<file path="config.mk">
export PLATFORM = sky130hd
export DESIGN_NAME = hphs_top
export DESIGN_NICKNAME = d
export VERILOG_FILES = /design/src/hdl/hphs_pkg.sv /design/src/hdl/hphs_top.sv
export SDC_FILE = /design/constraint.sdc
export NUM_CORES = 1
export LEC_CHECK = 0
export BUFFER_PORTS_ARGS = -buffer_cell sky130_fd_sc_hd__buf_2
export CORE_ASPECT_RATIO = 0.75
export CORE_MARGIN = 2
export CORE_UTILIZATION = 60
export CTS_BUF_LIST = sky130_fd_sc_hd__clkbuf_2
export DETAILED_ROUTE_END_ITERATION = 8
export GPL_TIMING_DRIVEN = 1
export HOLD_SLACK_MARGIN = 0.08
export PLACE_DENSITY = 0.84
export SYNTH_ARGS = -nofsm -noshare
export SYNTH_HDL_FRONTEND = slang
export SYNTH_SLANG_ARGS = --single-unit
</file>
<file path="constraint.sdc">
create_clock -name REF_CLK_IN -period 5.59 [get_ports REF_CLK_IN]
set_clock_uncertainty 0.05 [all_clocks]
set_input_delay 0.8385 -clock REF_CLK_IN [delete_from_list [all_inputs] [get_ports REF_CLK_IN]]
set_output_delay 0.8385 -clock REF_CLK_IN [all_outputs]
set_load 0.005 [all_outputs]
</file>
<file path="src/hdl/hphs_pkg.sv">
// Package of constants for the parallel host port pin handshake block
// Behaviour
// - Strobe low with select high: device drives data lines with its read data.
// - Strobe low with select low: data lines stay inputs, host write accepted.
// - Host write data captured on the rising edge of the strobe.
// - Data moves only while the host holds the strobe low, or holds acknowledge low during a request.
// - Service request is open-drain: pulls low to request, else released.
// - Acknowledge input serves as DMA handshake and interrupt acknowledge.
// - Host port not selected: the four handshake pins become port B general I/O.
// - After reset those four general I/O pins are inputs.
// - Request pin as general I/O is push-pull, not open-drain.
// - The host data bus is eight bits wide.
// - Host mode with strobe high and no acknowledged request: all data lines released.
// - Acknowledge low during an active request: device drives the data lines.
package hphs_pkg;
	localparam int HPHS_DATA_W  = 8;
	localparam int HPHS_SEL_W   = 3;
	localparam int HPHS_GPIO_W  = 4;
	localparam int HPHS_FIFO_D  = 8;
	// General I/O bit positions of the four shared pins
	localparam int HPHS_B_DIR   = 0;
	localparam int HPHS_B_STB   = 1;
	localparam int HPHS_B_REQ   = 2;
	localparam int HPHS_B_ACK   = 3;
	localparam logic [3:0] HPHS_GPIO_DIR_RST = 4'h0;
	localparam logic [7:0] HPHS_DATA_RST     = 8'h00;
endpackage

</file>
<file path="src/hdl/hphs_top.sv">
// Parallel host port pin handshake with write FIFO and general I/O fallback
`timescale 1ns/100ps
module hphs_fifo
	import hphs_pkg::*;
#(
	parameter int WIDTH = 8,
	parameter int DEPTH = 8
) (
	input  wire logic             clk,
	input  wire logic             rst_n,
	input  wire logic             in_valid,
	output logic                  in_ready,
	input  wire logic [WIDTH-1:0] in_data,
	output logic                  out_valid,
	input  wire logic             out_ready,
	output logic      [WIDTH-1:0] out_data
);
	localparam int AW = $clog2(DEPTH);
	initial begin
		if (DEPTH < 2 || (1 << AW) != DEPTH)
			$error("FIFO depth must be a power of two of at least two");
	end
	logic [WIDTH-1:0] mem [DEPTH];
	logic [AW:0]      wr_ptr;
	logic [AW:0]      rd_ptr;
	wire              full  = (wr_ptr[AW] != rd_ptr[AW]) && (wr_ptr[AW-1:0] == rd_ptr[AW-1:0]);
	wire              empty = (wr_ptr == rd_ptr);
	wire              push  = in_valid && !full;
	wire              pop   = out_ready && !empty;
	assign in_ready  = !full;
	assign out_valid = !empty;
	assign out_data  = mem[rd_ptr[AW-1:0]];
	always_ff @(posedge clk or negedge rst_n) begin
		if (!rst_n) begin
			wr_ptr <= '0;
			rd_ptr <= '0;
		end else begin
			if (push)
				wr_ptr <= wr_ptr + 1'b1;
			if (pop)
				rd_ptr <= rd_ptr + 1'b1;
		end
	end
	// Storage has no reset so it can map onto plain RAM
	always_ff @(posedge clk) begin
		if (push)
			mem[wr_ptr[AW-1:0]] <= in_data;
	end
endmodule // hphs_fifo

module hphs_top
	import hphs_pkg::*;
#(
	parameter int DATA_W = HPHS_DATA_W,
	parameter int DEPTH  = HPHS_FIFO_D
) (
	input  wire logic              REF_CLK_IN,
	input  wire logic              RST_B_IN,
	input  wire logic              HOST_PORT_SEL_IN,
	input  wire logic              HOST_DIR_SELECT_IN,
	input  wire logic              HOST_TRANSFER_STROBE_N_IN,
	input  wire logic              HOST_ACKNOWLEDGE_N_IN,
	input  wire logic [HPHS_SEL_W-1:0] HOST_REG_SELECT_IN,
	input  wire logic [DATA_W-1:0] HOST_DATA_LINES_IN,
	output logic      [DATA_W-1:0] HOST_DATA_LINES_OUT,
	output logic                   HOST_DATA_LINES_OE_OUT,
	output logic                   HOST_SERVICE_REQUEST_N_OUT,
	output logic                   HOST_SERVICE_REQUEST_N_OE_OUT,
	input  wire logic [DATA_W-1:0] RD_DATA_IN,
	input  wire logic              SERVICE_REQ_IN,
	output logic                   WR_VALID_OUT,
	input  wire logic              WR_READY_IN,
	output logic      [DATA_W-1:0] WR_DATA_OUT,
	output logic [HPHS_SEL_W-1:0]  WR_REG_OUT,
	output logic                   WR_DROP_OUT,
	output logic                   ACK_PULSE_OUT,
	output logic                   RD_DONE_OUT,
	output logic [HPHS_GPIO_W-1:0] GPIO_IN_OUT,
	input  wire logic [HPHS_GPIO_W-1:0] GPIO_DIR_IN,
	input  wire logic [HPHS_GPIO_W-1:0] GPIO_DATA_IN,
	output logic                   GPIO_DIR_OUT_OE,
	output logic                   GPIO_STB_OUT_OE,
	output logic                   GPIO_ACK_OUT_OE
);
	initial begin
		if (DATA_W != HPHS_DATA_W)
			$error("Host data bus must be eight bits");
	end

	logic       rst_s1;
	logic       rst_n;
	always_ff @(posedge REF_CLK_IN or negedge RST_B_IN) begin
		if (!RST_B_IN) begin
			rst_s1 <= 1'b0;
			rst_n  <= 1'b0;
		end else begin
			rst_s1 <= 1'b1;
			rst_n  <= rst_s1;
		end
	end

	// Pins pass two flops; only the second stage is read
	localparam int NS = 4 + DATA_W + HPHS_SEL_W;
	logic [NS-1:0] s1;
	logic [NS-1:0] s2;
	logic          stb_d;
	logic          ack_d;
	wire  [NS-1:0] pin_raw = {HOST_PORT_SEL_IN, HOST_DIR_SELECT_IN, HOST_TRANSFER_STROBE_N_IN,
		HOST_ACKNOWLEDGE_N_IN, HOST_REG_SELECT_IN, HOST_DATA_LINES_IN};
	always_ff @(posedge REF_CLK_IN or negedge rst_n) begin
		if (!rst_n) begin
			s1    <= {4'hB, {(NS-4){1'b0}}};
			s2    <= {4'hB, {(NS-4){1'b0}}};
			stb_d <= 1'b1;
			ack_d <= 1'b1;
		end else begin
			s1    <= pin_raw;
			s2    <= s1;
			stb_d <= s2[NS-3];
			ack_d <= s2[NS-4];
		end
	end
	wire              host_mode = s2[NS-1];
	wire              dir_s     = s2[NS-2];
	wire              stb_n_s   = s2[NS-3];
	wire              ack_n_s   = s2[NS-4];
	wire [HPHS_SEL_W-1:0] sel_s = s2[DATA_W +: HPHS_SEL_W];
	wire [DATA_W-1:0] data_s    = s2[DATA_W-1:0];
	// Edges of the synchronised strobe and acknowledge; data settles with them through the same stages
	wire stb_rise  = host_mode && stb_n_s && !stb_d;
	wire ack_fall  = host_mode && !ack_n_s && ack_d;
	// Direction is only sampled during the strobe, so a steady select is relied on
	wire wr_take   = stb_rise && !dir_s;
	wire rd_done   = stb_rise && dir_s;
	wire req_act   = host_mode && SERVICE_REQ_IN;
	wire drive_rd  = host_mode && ((!stb_n_s && dir_s) || (!ack_n_s && req_act));

	// Output stage loads whenever it is empty or being taken
	wire              stage_free = !WR_VALID_OUT || WR_READY_IN;
	logic             f_in_ready;
	logic             f_out_valid;
	logic [DATA_W+HPHS_SEL_W-1:0] f_out_data;
	hphs_fifo #(.WIDTH(DATA_W + HPHS_SEL_W), .DEPTH(DEPTH)) u_fifo (
		.clk       (REF_CLK_IN),
		.rst_n     (rst_n),
		.in_valid  (wr_take),
		.in_ready  (f_in_ready),
		.in_data   ({sel_s, data_s}),
		.out_valid (f_out_valid),
		.out_ready (stage_free),
		.out_data  (f_out_data)
	);
	// Valid never waits on ready, so a sink that waits for valid cannot stall
	wire fifo_pop   = f_out_valid && stage_free;

	always_ff @(posedge REF_CLK_IN or negedge rst_n) begin
		if (!rst_n) begin
			HOST_DATA_LINES_OUT           <= HPHS_DATA_RST;
			HOST_DATA_LINES_OE_OUT        <= 1'b0;
			HOST_SERVICE_REQUEST_N_OUT    <= 1'b1;
			HOST_SERVICE_REQUEST_N_OE_OUT <= 1'b0;
			WR_VALID_OUT                  <= 1'b0;
			WR_DATA_OUT                   <= HPHS_DATA_RST;
			WR_REG_OUT                    <= '0;
			WR_DROP_OUT                   <= 1'b0;
			ACK_PULSE_OUT                 <= 1'b0;
			RD_DONE_OUT                   <= 1'b0;
			GPIO_IN_OUT                   <= '0;
			GPIO_DIR_OUT_OE               <= HPHS_GPIO_DIR_RST[HPHS_B_DIR];
			GPIO_STB_OUT_OE               <= HPHS_GPIO_DIR_RST[HPHS_B_STB];
			GPIO_ACK_OUT_OE               <= HPHS_GPIO_DIR_RST[HPHS_B_ACK];
		end else begin
			HOST_DATA_LINES_OUT    <= RD_DATA_IN;
			HOST_DATA_LINES_OE_OUT <= drive_rd;
			if (host_mode) begin
				HOST_SERVICE_REQUEST_N_OUT    <= 1'b0;
				HOST_SERVICE_REQUEST_N_OE_OUT <= req_act;
			end else begin
				HOST_SERVICE_REQUEST_N_OUT    <= GPIO_DATA_IN[HPHS_B_REQ];
				HOST_SERVICE_REQUEST_N_OE_OUT <= GPIO_DIR_IN[HPHS_B_REQ];
			end
			GPIO_DIR_OUT_OE <= !host_mode && GPIO_DIR_IN[HPHS_B_DIR];
			GPIO_STB_OUT_OE <= !host_mode && GPIO_DIR_IN[HPHS_B_STB];
			GPIO_ACK_OUT_OE <= !host_mode && GPIO_DIR_IN[HPHS_B_ACK];
			GPIO_IN_OUT     <= {ack_n_s, HOST_SERVICE_REQUEST_N_OUT, stb_n_s, dir_s};
			if (fifo_pop) begin
				WR_VALID_OUT <= 1'b1;
				{WR_REG_OUT, WR_DATA_OUT} <= f_out_data;
			end else if (WR_READY_IN) begin
				WR_VALID_OUT <= 1'b0;
			end
			WR_DROP_OUT   <= wr_take && !f_in_ready;
			ACK_PULSE_OUT <= ack_fall;
			RD_DONE_OUT   <= rd_done;
		end
	end

	AST_RD_DRIVE: assert property (@(posedge REF_CLK_IN) disable iff (!rst_n)
		host_mode && !stb_n_s && dir_s |=> HOST_DATA_LINES_OE_OUT)
		else $error("Read strobe did not drive data lines");
	AST_WR_INPUT: assert property (@(posedge REF_CLK_IN) disable iff (!rst_n)
		host_mode && !stb_n_s && !dir_s && !(req_act && !ack_n_s) |=> !HOST_DATA_LINES_OE_OUT)
		else $error("Data lines driven during host write");
	AST_WR_CAPTURE: assert property (@(posedge REF_CLK_IN) disable iff (!rst_n)
		wr_take && f_in_ready |=> !$stable(u_fifo.wr_ptr))
		else $error("Write edge not captured");
	AST_IDLE_HIZ: assert property (@(posedge REF_CLK_IN) disable iff (!rst_n)
		host_mode && stb_n_s && ack_n_s |=> !HOST_DATA_LINES_OE_OUT)
		else $error("Data lines driven with strobe idle");
	AST_REQ_OD: assert property (@(posedge REF_CLK_IN) disable iff (!rst_n)
		host_mode ##1 host_mode |-> !HOST_SERVICE_REQUEST_N_OE_OUT || !HOST_SERVICE_REQUEST_N_OUT)
		else $error("Request pin drove high in host mode");
	AST_ACK_DRIVE: assert property (@(posedge REF_CLK_IN) disable iff (!rst_n)
		req_act && !ack_n_s |=> HOST_DATA_LINES_OE_OUT)
		else $error("Acknowledge did not drive data lines");
	AST_GPIO_PP: assert property (@(posedge REF_CLK_IN) disable iff (!rst_n)
		!host_mode && GPIO_DIR_IN[HPHS_B_REQ] |=> HOST_SERVICE_REQUEST_N_OE_OUT)
		else $error("Request pin not push-pull as general output");
	AST_GPIO_MODE: assert property (@(posedge REF_CLK_IN) disable iff (!rst_n)
		host_mode |=> !GPIO_DIR_OUT_OE && !GPIO_STB_OUT_OE && !GPIO_ACK_OUT_OE)
		else $error("General output enabled in host mode");
	AST_SYNC: assert property (@(posedge REF_CLK_IN) disable iff (!rst_n)
		$fell(HOST_ACKNOWLEDGE_N_IN) |-> !ack_fall)
		else $error("Acknowledge edge used before synchroniser");
	CV_READ:  cover property (@(posedge REF_CLK_IN) rd_done);
	CV_WRITE: cover property (@(posedge REF_CLK_IN) wr_take);
	CV_ACK:   cover property (@(posedge REF_CLK_IN) ack_fall && req_act);
	CV_FULL:  cover property (@(posedge REF_CLK_IN) wr_take && !f_in_ready);
endmodule // hphs_top

</file>
==> results.json <==
{
  "cts_tree": "done",
  "path_cells": "xnor2_1 -> a41o_1 -> or2_2 -> nor2_1",
  "cts-buffers-inserted": 17,
  "clkTransAtPathRegs_ps": 220,
  "required_ps": 5870,
  "finalHoldViolCount": 0,
  "io_pins": 68,
  "drv_cap": 0,
  "cts-htree-levels": 4,
  "fp.coreArea_um2": 9160,
  "critPathMaxFanout": 15,
  "dr.pass1.iters": 4,
  "num_rows": 30,
  "hpwl_um": 5460,
  "cts-root-buf": "clkbuf_2",
  "nFillCells": 587,
  "worst_hold_path_type": "in2reg",
  "grt_use_total_pct": 20.0,
  "grt_pass1_vias": 2723,
  "fin_nets": 417,
  "path_delay_family": "simple AND/OR/NAND/NOR gates",
  "grt_pass1_wl_um": 14300,
  "cts.sinks": 163,
  "gp_congestion": 0.711,
  "grt_max_degree": 74,
  "grt_antenna_before_repair": 0,
  "rsz0062_at_grt": "false",
  "worst_pin_slew_ps": 1250,
  "fp.dieH_um": 88.6,
  "setup_viol": 0,
  "max_freq_ghz": 0.313,
  "die_w_um": 117,
  "synthCells": 288,
  "clk_path_buf_depth": 2,
  "holdCritStartpoint": "HOST_DATA_LINES_IN[3]",
  "syn_nets": 325,
  "clock_latency_ps": 710,
  "path_class": "reg2reg",
  "finalNonFillerCells": 521,
  "post_cts_resized": 0,
  "critical_path_buf_inv_count": 0,
  "drt_first_iter_violations": 214,
  "rr_startpoint": "u_fifo.rd_ptr[2]$_DFFE_PN0P_",
  "start_util_pct": 62.5,
  "layout_worst_path_cycle_share_pct": 57.2,
  "critPathSlowestCell": "dfrtp_1",
  "yosysSeqAreaShare_pct": 79.2,
  "worst_setup_path_end_kind": "register",
  "syn-cell-area_um2": 5720,
  "dpl.cell_count": 472,
  "synth_area_per_cell_um2": 19.9,
  "p_per_area_nw_per_um2": 421,
  "cp.arrival_ps": 3480,
  "wl_per_cell_um": 18.0,
  "ir_drop_mv": 0.190,
  "syn_to_final_growth_pct": 15.2,
  "routed_wl_um": 9360,
  "fin_crit_ps": 3200,
  "vias": 2755,
  "drc_errors": 0,
  "dieArea_um2": 10300,
  "p_leak_nw": 2.59,
  "setup_tns_ps": 0,
  "slew_headroom_pct": 16.5,
  "synth_cell_types": 32,
  "worstSetupStartpoint": "u_fifo.rd_ptr[2]$_DFFE_PN0P_",
  "setup.worst_path.start_class": "register",
  "hold_buffers": 2,
  "finalMaxSlewViolations": 0,
  "yosysWarnings": 0,
  "post_cts_buffers": 0,
  "portBuffers": 64,
  "cpPeakStageDelay_ps": 980,
  "vias_per_cell": 5.29,
  "total_power_mw": 2.77,
  "n_antenna_cell": 0,
  "grt_overflow_total": 0,
  "status": "finished, final reports clean",
  "ys_ff_latch": 163,
  "final_layout_size_suffix_gt1_share_pct": 35.4,
  "antenna_left": 0
}
[report_power, final]
part	switching (mW)	total, mW	internal (mW)
Combinational	0.310	0.637	0.328
Clock	0.388	0.645	0.258
Sequential	0.115	1.49	1.38
Total	0.812	2.77	1.96
[synthesized netlist by cell type, drive strengths merged]
master,n,area [um2]
a41o,1,10.0
and2,1,6.26
and3b,1,8.76
buf,9,71.3
clkbuf,3,11.3
conb,1,3.75
dfrtp,66,1650
dfstp,9,236
edfxtp,88,2640
ha,2,25.0
inv,5,18.8
mux2,3,37.5
mux2i,11,110
mux4,22,495
nand2,14,52.6
nand2b,4,25.0
nand3,1,5.00
nand4,1,6.26
nand4bb,1,11.3
nor2,9,33.8
nor2b,4,25.0
nor3,4,20.0
nor4,1,6.26
o21ai,11,55.1
o22ai,1,6.26
o41ai,1,27.5
or2,1,6.26
xnor2,6,52.6
xor2,7,61.3
[registers in the layout (all words and copies together), names as in the netlist, 3 cells and up]
register,count
u_fifo.mem,88
s1,15
s2,15
HOST_DATA_LINES_OUT,8
WR_DATA_OUT,8
GPIO_IN_OUT,4
u_fifo.rd_ptr,4
u_fifo.wr_ptr,4
WR_REG_OUT,3
[cell type report]
class / instances / area [um2] / area share [%]
multi-input combinational: 108 / 1100 / 16.7
timing repair buffer: 85 / 520 / 7.90
tap: 128 / 160 / 2.43
clock inverter: 12 / 156 / 2.37
inverter: 5 / 18.8 / 0.285
clock buffer: 20 / 100 / 1.52
sequential: 163 / 4530 / 68.8
[metal layers]
layer / up-vias / GRT usage (%) / wire [um]
met5: - / 0 / 0
met4: 0 / 7.70 / 204
met3: 20 / 7.74 / 556
met2: 87 / 31.1 / 4690
met1: 1393 / 26.3 / 3910
li1: 1255 / - / -
[per-stage QoR]
step	area (um2)	utilization (%)	hold slack [ps]	setup WS, ps
2_1_floorplan	5720	-	281	3070
5_1_grt	6590	72.0	86.7	2230
3_3_place_gp	6160	67.3	284	2510
6_report	6590	72.0	179	2390
4_1_cts	6440	70.3	82.1	2350
3_5_place_dp	6160	67.3	287	2390
[cells in the final DEF (no fill, tap or decap), types with 2 or more instances in the layout]
cell,synthesis,routed
dfstp_2,9,9
bufinv_16,0,3
xor2_1,7,7
edfxtp_1,88,88
ha_1,2,2
nand2b_1,4,4
clkinv_2,0,2
buf_4,3,4
clkbuf_2,0,20
o21ai_0,11,11
dlygate4sd3_1,0,17
xnor2_1,6,6
nor2_1,9,9
inv_4,0,2
dfrtp_1,66,65
inv_1,5,5
nand2_1,14,14
nor3_1,4,2
nor3_2,0,2
mux2i_1,11,11
clkinv_4,0,5
buf_2,3,64
nor2b_1,4,4
mux2_2,2,2
mux4_2,22,22
[kinds of logic after synthesis]
kind of cell	share of synthesized area, %
AND/OR/NAND/NOR	3.61
flip-flops	79.2
buffers and inverters	1.77
multiplexers	11.2
adder cells (fa/ha/maj)	0.437
AO/OA/AOI/OAI	1.73
XOR/XNOR	1.99
other	0.0655
[worst paths after layout]
| kind | cells past startpoint | slack, ps | to |
|---|---|---|---|
| max | 4 | 2390 | u_fifo.mem[5][6]$_DFFE_PP_ |
| min in group asynchronous | 2 | 370 | rst_n$_DFF_PN0_ |
| max in group asynchronous | 0 | 4470 | WR_DATA_OUT[6]$_DFFE_PN0P_ |
| max reg2reg | 4 | 2390 | u_fifo.mem[5][6]$_DFFE_PP_ |
| min | 1 | 180 | s1[3]$_DFF_PN0_ |
| min reg2reg | 0 | 320 | s2[12]$_DFF_PN1_ |
Note: power is estimated with default switching activity, not from simulation.
